===== config.mk =====
export PLATFORM = sky130hd
export DESIGN_NAME = rx_ports
export DESIGN_NICKNAME = d
export VERILOG_FILES = /design/src/logic/rx_port_pkg.sv /design/src/logic/pin_sync.sv /design/src/logic/out_scaler.sv /design/src/logic/rx_ports.sv
export SDC_FILE = /design/constraint.sdc
export NUM_CORES = 1
export LEC_CHECK = 0
export ABC_AREA = 1
export ABC_CLOCK_PERIOD_IN_PS = 2820
export BUFFER_PORTS_ARGS = -buffer_cell sky130_fd_sc_hd__buf_2
export CAP_MARGIN = 30
export CORE_MARGIN = 2
export CORE_UTILIZATION = 50
export CTS_CLUSTER_SIZE = 14
export DETAILED_ROUTE_END_ITERATION = 7
export GPL_TIMING_DRIVEN = 0
export MAX_ROUTING_LAYER = met4
export PLACE_DENSITY = 0.78
export SLEW_MARGIN = 0
export SYNTH_ARGS = -nofsm -noshare
export SYNTH_HDL_FRONTEND = slang
export SYNTH_HIERARCHICAL = 1
export SYNTH_SLANG_ARGS = --single-unit

===== constraint.sdc =====
create_clock -name clk -period 2.82 [get_ports clk]
set_clock_uncertainty 0.05 [all_clocks]
set_input_delay 0.141 -clock clk [delete_from_list [all_inputs] [get_ports clk]]
set_output_delay 0.141 -clock clk [all_outputs]
set_load 0.005 [all_outputs]

===== src/logic/rx_port_pkg.sv =====
// Constants, types and register map for the receiver sample-input and parallel output ports.
// Assumes a single 40 MHz processing clock and an APB master with 32-bit data.
package rx_port_pkg;
  // Register indices; byte address is four times the index
  localparam logic [11:0] SCALE_IDX = 12'h309;
  localparam logic [11:0] CTRL_IDX = 12'h30a;
  localparam logic [11:0] STAT_IDX = 12'h30b;
  localparam logic [13:0] SCALE_ADDR = {SCALE_IDX, 2'b00};
  localparam logic [13:0] CTRL_ADDR = {CTRL_IDX, 2'b00};
  localparam logic [13:0] STAT_ADDR = {STAT_IDX, 2'b00};
  // Field positions
  localparam int CTRL_MODE_LSB = 0;
  localparam int CTRL_SOFTRST_BIT = 8;
  localparam int STAT_PAR_BIT = 0;
  localparam int STAT_PRIMED_BIT = 1;
  localparam int STAT_CNT_LSB = 4;
  // Reset values
  localparam logic [2:0] SCALE_RST = 3'h0;
  localparam logic [1:0] MODE_RST = 2'h0;
  // Pipeline flush depth after soft reset, in accepted samples
  localparam logic [2:0] PRIME_SAMPLES = 3'h7;
  // Widths
  localparam int MANT_W = 16;
  localparam int EXP_W = 3;
  localparam int RES_W = 23;
  // Timing: hard reset low time and the clock rate
  localparam int RESET_LOW_NS = 30;
  localparam int CLK_MHZ = 40;
  localparam int RESET_LOW_CYC = (RESET_LOW_NS * CLK_MHZ + 999) / 1000;
  // Settle time of the two-stage pin synchroniser before the strap is read
  localparam logic [1:0] STRAP_SETTLE = 2'h2;

  // Input modes
  typedef enum logic [1:0] {
    MODE_SINGLE = 2'b00,
    MODE_DIVERSITY = 2'b01,
    MODE_COMPLEX = 2'b10
  } inMode_t;
endpackage


===== src/logic/pin_sync.sv =====
// Two-stage synchroniser for a bus of pins arriving from outside the clock domain.
// Assumes the bus is quasi-static around the sampling edge, as the converter guarantees.
`timescale 1ns/1ps
module pin_sync #(
  parameter int W = 1
) (
  input wire logic clk,
  input wire logic resetn,
  input wire logic [W-1:0] pinIn,
  output logic [W-1:0] pinOut
);
  logic [W-1:0] meta_q; // First stage, read only by the second
  logic [W-1:0] sync_q; // Second stage

  // Both stages clear to zero on reset
  always_ff @(posedge clk or negedge resetn) begin
    if (!resetn) begin
      meta_q <= '0;
      sync_q <= '0;
    end else begin
      meta_q <= pinIn;
      sync_q <= meta_q;
    end
  end

  assign pinOut = sync_q;
endmodule // pin_sync


===== src/logic/out_scaler.sv =====
// Output word scaler: shifts a wide filter result and saturates it to 16 bits.
// Assumes two's complement input; the shift amount is the programmed scale field.
`timescale 1ns/1ps
module out_scaler
  import rx_port_pkg::*;
(
  input wire logic [RES_W-1:0] rawWord,
  input wire logic [2:0] scaleSel,
  output logic [15:0] scaledWord
);
  logic signed [RES_W-1:0] shifted; // Arithmetic shift of the raw result
  logic [RES_W-16:0] topBits; // Sign of the window and every bit above it

  // Larger scale drops more low bits; saturation keeps the sign, never wraps
  always_comb begin
    shifted = $signed(rawWord) >>> scaleSel;
    topBits = shifted[RES_W-1:15];
    if (topBits == '0 || topBits == '1) begin
      scaledWord = shifted[15:0];
    end else if (shifted[RES_W-1]) begin
      scaledWord = 16'h8000;
    end else begin
      scaledWord = 16'h7fff;
    end
  end
endmodule // out_scaler


===== src/logic/rx_ports.sv =====
// Sample-input port and 16-bit parallel output port of the receive processor.
// Assumes converter pins are asynchronous to clk and filter results arrive on clk.
`timescale 1ns/1ps
module rx_ports
  import rx_port_pkg::*;
(
  input wire logic clk,
  input wire logic resetn,
  input wire logic psel,
  input wire logic penable,
  input wire logic pwrite,
  input wire logic [13:0] paddr,
  input wire logic [31:0] pwdata,
  output logic [31:0] prdata,
  output logic pready,
  output logic pslverr,
  input wire logic [MANT_W-1:0] mantissa,
  input wire logic [EXP_W-1:0] exponent,
  input wire logic chanSelect,
  input wire logic outputPortSelect,
  output logic sampleValid,
  output logic [MANT_W-1:0] sampleData,
  output logic [EXP_W-1:0] sampleExp,
  output logic sampleChanB,
  output logic sampleQuad,
  output logic [MANT_W-1:0] samplePairI,
  input wire logic resStrobe,
  input wire logic [RES_W-1:0] resIA,
  input wire logic [RES_W-1:0] resQA,
  input wire logic [RES_W-1:0] resIB,
  input wire logic [RES_W-1:0] resQB,
  output logic [15:0] outData,
  output logic outputValid,
  output logic iqFlag,
  output logic chanFlag,
  output logic parallelEnable
);
  // ---------------- Pin synchronisers ----------------
  logic [MANT_W+EXP_W:0] pinBus; // Strobe, exponent and mantissa after two stages
  logic strapSync; // Port-select strap after two stages
  logic strobeS;
  logic [EXP_W-1:0] expS;
  logic [MANT_W-1:0] mantS;

  // All converter pins pass the same two stages so they stay aligned
  pin_sync #(.W(MANT_W + EXP_W + 1)) inSync (
    .clk(clk),
    .resetn(resetn),
    .pinIn({chanSelect, exponent, mantissa}),
    .pinOut(pinBus)
  );
  pin_sync #(.W(1)) strapSyncInst (
    .clk(clk),
    .resetn(resetn),
    .pinIn(outputPortSelect),
    .pinOut(strapSync)
  );
  assign {strobeS, expS, mantS} = pinBus;

  // ---------------- Register file ----------------
  logic [2:0] scale_q, scale_d; // Output scale field
  inMode_t mode_q, mode_d; // Input mode
  logic softRst_q, softRst_d; // One-cycle soft reset pulse
  logic [31:0] prdata_q, prdata_d;
  logic pslverr_q, pslverr_d;
  logic pready_q;
  logic setup; // Setup phase of a transfer
  logic wrAccess; // Write completing this edge
  logic primed; // Flush finished
  logic [2:0] primeCnt_q, primeCnt_d; // Accepted samples since soft reset
  logic parMode_q, parMode_d; // Latched output-port mode
  logic strapDone_q, strapDone_d;
  logic [1:0] strapCnt_q, strapCnt_d;

  assign setup = psel && !penable;
  assign wrAccess = psel && penable && pwrite && pready_q;
  assign primed = (primeCnt_q == PRIME_SAMPLES);

  // Decode, writes and registered read data; read data set up one cycle early
  always_comb begin
    scale_d = scale_q;
    mode_d = mode_q;
    softRst_d = 1'b0;
    prdata_d = prdata_q;
    pslverr_d = pslverr_q;
    if (setup) begin
      pslverr_d = 1'b0;
      prdata_d = 32'h0;
      unique case (paddr)
        SCALE_ADDR: prdata_d[2:0] = scale_q;
        CTRL_ADDR: prdata_d[CTRL_MODE_LSB +: 2] = mode_q;
        STAT_ADDR: begin
          prdata_d[STAT_PAR_BIT] = parMode_q;
          prdata_d[STAT_PRIMED_BIT] = primed;
          prdata_d[STAT_CNT_LSB +: 3] = primeCnt_q;
        end
        default: pslverr_d = 1'b1; // Unmapped address
      endcase
    end
    if (wrAccess) begin
      if (paddr == SCALE_ADDR) begin
        scale_d = pwdata[2:0];
      end else if (paddr == CTRL_ADDR) begin
        // Code 3 is illegal and falls back to single real
        if (pwdata[CTRL_MODE_LSB +: 2] == 2'b11) begin
          mode_d = MODE_SINGLE;
        end else begin
          mode_d = inMode_t'(pwdata[CTRL_MODE_LSB +: 2]);
        end
        softRst_d = pwdata[CTRL_SOFTRST_BIT];
      end
    end
  end

  // Register file flops; slave answers with zero wait states after reset
  always_ff @(posedge clk or negedge resetn) begin
    if (!resetn) begin
      scale_q <= SCALE_RST;
      mode_q <= inMode_t'(MODE_RST);
      softRst_q <= 1'b0;
      prdata_q <= 32'h0;
      pslverr_q <= 1'b0;
      pready_q <= 1'b0;
    end else begin
      scale_q <= scale_d;
      mode_q <= mode_d;
      softRst_q <= softRst_d;
      prdata_q <= prdata_d;
      pslverr_q <= pslverr_d;
      pready_q <= 1'b1;
    end
  end

  // ---------------- Output-port strap ----------------
  // Strap read once the synchroniser has settled after release, then frozen
  always_comb begin
    strapCnt_d = strapCnt_q;
    strapDone_d = strapDone_q;
    parMode_d = parMode_q;
    if (!strapDone_q) begin
      if (strapCnt_q == STRAP_SETTLE) begin
        parMode_d = strapSync;
        strapDone_d = 1'b1;
      end else begin
        strapCnt_d = strapCnt_q + 2'h1;
      end
    end
  end

  always_ff @(posedge clk or negedge resetn) begin
    if (!resetn) begin
      strapCnt_q <= 2'h0;
      strapDone_q <= 1'b0;
      parMode_q <= 1'b0;
    end else begin
      strapCnt_q <= strapCnt_d;
      strapDone_q <= strapDone_d;
      parMode_q <= parMode_d;
    end
  end

  // ---------------- Input acceptance ----------------
  logic prevStrobe_q, prevStrobe_d; // Strobe level at the previous edge
  logic accept; // This edge takes a sample
  logic [MANT_W-1:0] iHold_q, iHold_d; // Last in-phase word for pairing
  logic sValid_q, sValid_d;
  logic [MANT_W-1:0] sData_q, sData_d;
  logic [EXP_W-1:0] sExp_q, sExp_d;
  logic sChanB_q, sChanB_d;
  logic sQuad_q, sQuad_d;
  logic [MANT_W-1:0] sPairI_q, sPairI_d;

  // Single real uses the strobe as an enable; the others take only level changes
  always_comb begin
    if (mode_q == MODE_SINGLE) begin
      accept = strobeS;
    end else begin
      accept = (strobeS != prevStrobe_q);
    end
    prevStrobe_d = strobeS;
    primeCnt_d = primeCnt_q;
    iHold_d = iHold_q;
    sValid_d = 1'b0;
    sData_d = sData_q;
    sExp_d = sExp_q;
    sChanB_d = sChanB_q;
    sQuad_d = sQuad_q;
    sPairI_d = sPairI_q;
    if (softRst_q) begin
      primeCnt_d = 3'h0;
      iHold_d = '0;
    end else if (accept) begin
      // Flushed samples still fill the pipe but are not passed on
      if (!primed) begin
        primeCnt_d = primeCnt_q + 3'h1;
      end
      sValid_d = primed;
      sData_d = mantS;
      sExp_d = expS;
      sChanB_d = (mode_q == MODE_DIVERSITY) && !strobeS;
      sQuad_d = (mode_q == MODE_COMPLEX) && !strobeS;
      if (mode_q == MODE_COMPLEX && strobeS) begin
        iHold_d = mantS;
      end
      sPairI_d = (mode_q == MODE_COMPLEX && !strobeS) ? iHold_q : mantS;
    end
  end

  always_ff @(posedge clk or negedge resetn) begin
    if (!resetn) begin
      prevStrobe_q <= 1'b0;
      primeCnt_q <= 3'h0;
      iHold_q <= '0;
      sValid_q <= 1'b0;
      sData_q <= '0;
      sExp_q <= '0;
      sChanB_q <= 1'b0;
      sQuad_q <= 1'b0;
      sPairI_q <= '0;
    end else begin
      prevStrobe_q <= prevStrobe_d;
      primeCnt_q <= primeCnt_d;
      iHold_q <= iHold_d;
      sValid_q <= sValid_d;
      sData_q <= sData_d;
      sExp_q <= sExp_d;
      sChanB_q <= sChanB_d;
      sQuad_q <= sQuad_d;
      sPairI_q <= sPairI_d;
    end
  end

  // ---------------- Parallel output sequencer ----------------
  logic [RES_W-1:0] words_q [4], words_d [4]; // Captured A I, A Q, B I, B Q
  logic [1:0] idx_q, idx_d; // Next word to drive
  logic busy_q, busy_d; // Words still pending
  logic outDiv_q, outDiv_d; // Current burst is diversity
  logic start; // New result accepted
  logic [RES_W-1:0] rawSel;
  logic [1:0] selIdx;
  logic [15:0] scaled;
  logic [15:0] outData_q, outData_d;
  logic valid_q, valid_d, iq_q, iq_d, chan_q, chan_d;

  // Results arriving mid-burst are dropped; decimation keeps them apart
  assign start = resStrobe && parMode_q && !busy_q;
  assign selIdx = start ? 2'h0 : idx_q;
  assign rawSel = start ? resIA : words_q[selIdx];

  out_scaler scaler (
    .rawWord(rawSel),
    .scaleSel(scale_q),
    .scaledWord(scaled)
  );

  // One word per clock; after the last Q word the bus holds and flags drop
  always_comb begin
    words_d = words_q;
    idx_d = idx_q;
    busy_d = busy_q;
    outDiv_d = outDiv_q;
    outData_d = outData_q;
    valid_d = 1'b0;
    iq_d = 1'b0;
    chan_d = 1'b0;
    if (start) begin
      words_d[0] = resIA;
      words_d[1] = resQA;
      words_d[2] = resIB;
      words_d[3] = resQB;
      outDiv_d = (mode_q == MODE_DIVERSITY);
    end
    if (start || busy_q) begin
      outData_d = scaled;
      valid_d = 1'b1;
      iq_d = !selIdx[0];
      chan_d = !selIdx[1];
      idx_d = selIdx + 2'h1;
      busy_d = (selIdx != ((start ? (mode_q == MODE_DIVERSITY) : outDiv_q) ? 2'h3 : 2'h1));
    end
  end

  always_ff @(posedge clk or negedge resetn) begin
    if (!resetn) begin
      words_q <= '{default: '0};
      idx_q <= 2'h0;
      busy_q <= 1'b0;
      outDiv_q <= 1'b0;
      outData_q <= 16'h0;
      valid_q <= 1'b0;
      iq_q <= 1'b0;
      chan_q <= 1'b0;
    end else begin
      words_q <= words_d;
      idx_q <= idx_d;
      busy_q <= busy_d;
      outDiv_q <= outDiv_d;
      outData_q <= outData_d;
      valid_q <= valid_d;
      iq_q <= iq_d;
      chan_q <= chan_d;
    end
  end

  // ---------------- Port wiring ----------------
  assign prdata = prdata_q;
  assign pready = pready_q;
  assign pslverr = pslverr_q;
  assign sampleValid = sValid_q;
  assign sampleData = sData_q;
  assign sampleExp = sExp_q;
  assign sampleChanB = sChanB_q;
  assign sampleQuad = sQuad_q;
  assign samplePairI = sPairI_q;
  assign outData = outData_q;
  assign outputValid = valid_q;
  assign iqFlag = iq_q;
  assign chanFlag = chan_q;
  assign parallelEnable = parMode_q;
endmodule // rx_ports


# [Word level (Yosys, flattened, before mapping)]
# Cells that the tools add are included.
[op_classes] n_addsub=3 order_cmp=1 eq_ne=12 n_shift=1 mux=32 bitwise_logic=5 n_reduce_logical=28
[ops] operator="$mux 16" n=6
[ops] operator="$mux 23" n=3
[ops] operator="$bmux 23 s2" n=1
[ops] operator="$eq 14x12->1 const B" n=3
[ops] operator="$sshr 23x3->23" n=1
[ops] operator="$mux 1" n=14
[ops] operator="$mux 3" n=4
[ops] operator="$reduce_and 2->1" n=6
[ops] operator="$logic_and 1x1->1" n=9
[ops] operator="$eq 8x8->1 const B" n=1
[ops] operator="$logic_not 8->1" n=1
[ops] operator="$eq 2x2->1 const B" n=3
[ops] operator="$mux 2" n=3
[ops] operator="$pmux 2 s3" n=1
[ops] operator="$logic_not 1->1" n=5
[ops] operator="$add 2x1->2 const B" n=2
[ops] operator="$not 1->1" n=4
[ops] operator="$reduce_bool 2->1" n=2
[ops] operator="$add 3x1->3 const B" n=1
[ops] operator="$eq 3x3->1 const B" n=1
[ops] operator="$ge 3x3->1 const B" n=1
[ops] operator="$not 2->3" n=1
[ops] operator="$reduce_and 3->1" n=1
[ops] operator="$reduce_or 3->1" n=1
[ops] operator="6 further kinds" n=7
[word_totals] reg_bits=233 inputBits=165 out_inout_bits=92

# [Depth between registers and ports, before layout]
[depth] depth_word=12 ltp_mapped=25

# [Modules after synthesis]
# The synthesis kept the hierarchy.
[by_module_without_submodules] module="rx_ports" n_inst=1 cells_each=1145 area_per_inst_um2=8856.0 seq_area_each_um2=4779.6
[by_module_without_submodules] module="out_scaler" n_inst=1 cells_each=214 area_per_inst_um2=1052.3 seq_area_each_um2=0.0
[by_module_without_submodules] module="pin_sync (inSync)" n_inst=1 cells_each=40 area_per_inst_um2=1001.0 seq_area_each_um2=1001.0
[by_module_without_submodules] module="pin_sync (strapSyncInst)" n_inst=1 cells_each=2 area_per_inst_um2=50.0 seq_area_each_um2=50.0

# [Worst setup path after synthesis]
# Ideal clock, no wire load.
[synth_path] path_kind="register -> register" from="reg parMode_q, in the netlist parallelEnable" to="reg outData_q[3], in the netlist outData[3]" arrival_time_ps=2237 setup_slack_ps=415 stages_incl_launch_ff=24 synth_period_minus_slack_ps=2405 cell_sequence="dfrtp_1 -> nand2_1 -> nor2_4 -> nor2_2 -> nand2_1 -> nand2_1 -> nand2_1 -> nand2_1 -> nand2_1 -> nand2_1 -> inv_1 -> nand2_1 -> nand3_1 -> nand2_1 -> nand2_1 -> nand2_2 -> nand2_2 -> nor2_2 -> nand2_2 -> nand3_2 -> buf_6 -> nand2_1 -> nand2_1 -> nand2_1"
[synth_between] elab_chain_cells=12 word_cells_on_any_way=15 classes_between="1 x eq/ne; 1 x shift; 7 x mux; 1 x bitwise; 5 x reduce/logical"
[synth_lines] element="start: declaration" line_no="rx_ports.sv:71" text="logic parMode_q, parMode_d;"
[synth_lines] element="start signal: assignment" line_no="rx_ports.sv:158" text="parMode_q <= parMode_d;"
[synth_lines] element="$logic_and 1x1->1 * (2 in a row)" line_no="rx_ports.sv:246" text="assign start = resStrobe && parMode_q && !busy_q;"
[synth_lines] element="$mux 2" line_no="rx_ports.sv:247" text="assign selIdx = start ? 2'h0 : idx_q;"
[synth_lines] element="$not 2->3 (implied by the code)" line_no="rx_ports.sv:248" text="assign rawSel = start ? resIA : words_q[selIdx];"
[synth_lines] element="$bmux 23 s2" line_no="rx_ports.sv:248"
[synth_lines] element="$mux 23 (implied by the code) (2 in a row)" line_no="rx_ports.sv:248"
[synth_lines] element="$mux 23 *" line_no="rx_ports.sv:248"
[synth_lines] element="via rawSel[22]" line_no="rx_ports.sv:239" text="logic [RES_W-1:0] rawSel;"
[synth_lines] element="$sshr 23x3->23 *" line_no="out_scaler.sv:16" text="shifted = $signed(rawWord) >>> scaleSel;"
[synth_lines] element="$eq 8x8->1 or $logic_not 8->1 (tied branches)" line_no="out_scaler.sv:18" text="if (topBits == '0 || topBits == '1) begin"
[synth_lines] element="$logic_or 1x1->1" line_no="out_scaler.sv:18"
[synth_lines] element="$mux 16 *" line_no="out_scaler.sv:18"
[synth_lines] element="via scaled[3]" line_no="rx_ports.sv:241" text="logic [15:0] scaled;"
[synth_lines] element="end signal: assignment" line_no="rx_ports.sv:298" text="outData_q <= outData_d;"
[synth_lines] element="end: declaration" line_no="rx_ports.sv:242" text="logic [15:0] outData_q, outData_d;"
# The timed path passes the listed nets; every way through them passes the cells marked *. The select of a mux whose other input is x is not followed.
# A chain may end at the register's enable or synchronous reset.

# [Worst setup path after layout]
[layout_path] from="reg parMode_q, in the netlist parallelEnable" to="reg outData_q[11], in the netlist outData[11]"
# The elaborated chain is that of the path after synthesis.

==> key figures <==
Critical path
  • CP peak stage delay: 0.42 ns
  • Reg2reg start: parallelEnable
  • R2r setup slk: 0.05 ns
  • CP top delay family: simple AND/OR/NAND/NOR gates
  • CP arrival: 3.19 ns
  • R2R cell count: 25
  • Most frequent CP cell: nand2_1
  • Slowest CP cell: dfrtp_2
  • Worst R2R End: outData[11]
  • Startpoint Class: flop
  • WP data required: 3.24 ns
  • Worst setup EP type: flop
  • Worst-path maximum fanout: 8
  • CP bufs+invs: 4
  • Crit Path Class: flop to flop

Placement
  • Buffers on Ports: 202
  • Placer Congestion: 0.913
  • Post-Place Cells: 1909
  • Detailed Place HPWL: 20700 µm
  • Placed Area: 12500 µm²

Clock tree
  • Sink Count: 233
  • TritonCTS clock tree: yes
  • Htree depth: 1
  • Clock slew at reported path FFs: 0.06 ns
  • Clock Tree Buf Depth: 3
  • Latest clock arrival within the worst-skew pair: 0.54 ns
  • Clock root buffer: clkbuf_16
  • TritonCTS Buffers: 26

Floorplanning
  • Die width: 152 µm
  • Chip Height: 152 µm
  • Initial core utilization: 50.5%
  • FP Rows: 54
  • # IOs: 257
  • Core Region: 21700 µm²
  • Die area: 23100 µm²

Yosys
  • Post-synthesis sequential element count: 233
  • Commonest cells post-synth: nand2_1 (689), dfrtp_1 (233), nand3_1 (102), nor2_1 (81), o21ai_0 (66)
  • Post-synth EDFFs: 0
  • Synth top area cells: dfrtp_1 (53%), nand2_1 (24%), nand3_1 (4.7%), o21ai_0 (3.0%), buf_4 (2.8%)
  • Top FF cell, synth: dfrtp_1
  • Number of synthesis warnings: 6
  • Number of library cell types mapped by synthesis: 37
  • Cell with the most instances after synthesis: nand2_1
  • Ys async rst share: 100%
  • Largest area contributor in the netlist: dfrtp_1
  • Post-synthesis sequential area ratio: 53.2%
  • Synth top area share: 53.2%
  • Avg Inst Size Synth: 7.82 µm²
  • Synth Cell Area: 11000 µm²
  • Cells after Synth: 1401

Power
  • Total power: 0.0129 W
  • Pwr dens: 875 nW/µm²
  • Leakage: 7.96 nW
  • Worst ir drop on vdd: 0.555 mV

Global routing
  • GR Overflow Total: 0
  • Antenna violations before repair: 1
  • First-pass GRT wire length: 51800 µm
  • Pin count of the biggest net entering global routing: 123
  • Total GRT Usage: 28.2%
  • Vias in the first global route: 10500

Layout
  • Layout Cells excl Fill: 2096
  • Layout cells sized above 1: 22.3%
  • Final core occ: 68.1%
  • Final nets: 1970
  • Area growth syn-to-layout: 34.8%
  • Fin area: 14800 µm²
  • Final-layout fill cell count: 1725

Drt
  • Via density: 5.05
  • Initial DRT Pass Iterations: 6
  • Via count: 10600
  • # DRC: 0
  • WL/cell: 15.4 µm
  • Detailed Route Iter0 Violations: 827
  • ANT nets after route: 0
  • Routed WL: 32300 µm

STA
  • Hold Vio Cnt, Final: 0
  • Worst Tran Pin Value: 0.893 ns
  • Sum Neg Setup Slack: 0 ns
  • Relative slew margins: 40.5%
  • Unrepaired setup endpoints after global routing: true
  • Final Slew Violations: 0
  • Crit path time final: 2.77 ns
  • Final setup fails: 0
  • Final worst-path cycle share: 98.3%
  • Fmax: 361 MHz

Hold path
  • Worst Hold Depth: 6
  • Hold path startpoint: paddr[0]
  • Hold crit path type: primary input to flop
  • WHS Endpoint: prdata[5]

Job
  • Max Cap Violations: 0

Status
  • Status: finished, final reports clean
[worst register-to-register path: cells and delay by family, from the launching register on]
kind                   cells  cell delay [ns]
and+or+nand+nor           21             1.85
DFF                        1             0.42
buffers and inverters      4             0.40
[worst max path at each step]
stage / startpoint / end / slack (ns) / depth (start not counted)
final: parallelEnable / outData[11] / 0.05 / 25
after global routing: parallelEnable / outData[11] / -0.14 / 25
after CTS: parallelEnable / outData[5] / 0.0005 / 23
after detailed placement: parallelEnable / outData[5] / -0.38 / 20
after global placement: resetn / words_q[38] / -2.40 / 1
after floorplan: parallelEnable / outData[3] / 0.42 / 23
[report_power, final]
part	switching [W]	leakage, nW	internal (W)
sequential	0.000481	2.85	0.00425
combinational	0.00312	4.73	0.00197
clock	0.00134	0.382	0.00177
total	0.00494	7.96	0.00798
[cell usage in the layout (no fill, tap or decap), types with 6 or more instances in the layout]
cell / instances
buf_2: 228
buf_4: 54
buf_6: 11
clkbuf_1: 22
clkbuf_16: 26
conb_1: 27
dfrtp_1: 232
dlygate4sd3_1: 126
inv_1: 52
mux2i_1: 6
nand2_1: 676
nand2_2: 17
nand2_4: 6
nand3_1: 98
nand3_2: 10
nor2_1: 79
o21ai_0: 65
o21ai_1: 8
or2_2: 17
[cells by family after synthesis]
kind of cell | synth area share, %
other | 0.0685
AND/OR/NAND/NOR | 34.2
buffers and inverters | 7.51
adder cells (fa/ha/maj) | 0.343
AO/OA/AOI/OAI | 4.04
multiplexers | 0.548
flip-flops | 53.2
XOR/XNOR | 0.0799
[stage by stage]
| stage | setup slack (ns) | hold WS (ns) |
|---|---|---|
| after floorplan | 0.415 | -0.205 |
| after global routing | -0.138 | 0.0519 |
| after detailed placement | -0.384 | 0.200 |
| final | 0.0490 | 0.0296 |
| after global placement | -2.40 | 0.200 |
| after CTS | 0.000513 | 0.0115 |
[metal layers]
layer / up-vias / track usage [%] / routed length, µm
met4: 0 / 10.4 / 1190
met3: 88 / 4.16 / 2110
li1: 5097 / - / -
met5: - / - / 0
met1: 4965 / 34.6 / 13200
met2: 441 / 47.5 / 15900
[registers in the layout, summed over array words and instances, names as in the netlist, 2 cells and up]
name	cells
sampleData	16
idx_q	2
samplePairI	16
primeCnt_q	3
prdata	6
outData	16
mode_q	2
iHold_q	16
strapCnt_q	2
sampleExp	3
scale_q	3
inSync/pinOut	20
inSync/meta_q	20
words_q	92
[layout make-up]
cell class	count	area, µm²	share of cell area [%]
well taps	280	350	2.37
repair buffers	348	2460	16.7
diodes	1	2.50	0.0169
flip-flops and latches	233	5830	39.5
clock buffers	35	714	4.84
inverters	62	243	1.64
plain buffers	93	602	4.08
multi-input cells	1038	4500	30.5
clock inverters	6	61.3	0.415
[repair_timing]
action / in CTS / in global routing
setup buffers: 3 / 13
endpoints found under the setup margin: 15 / 15
gates cloned: 0 / 3
hold endpoints to repair: 244 / 0
gates resized for setup: 11 / 34
pin swaps: 3 / 24
hold buffers: 126 / 0
No activity file was read; power rests on OpenSTA's default activity.
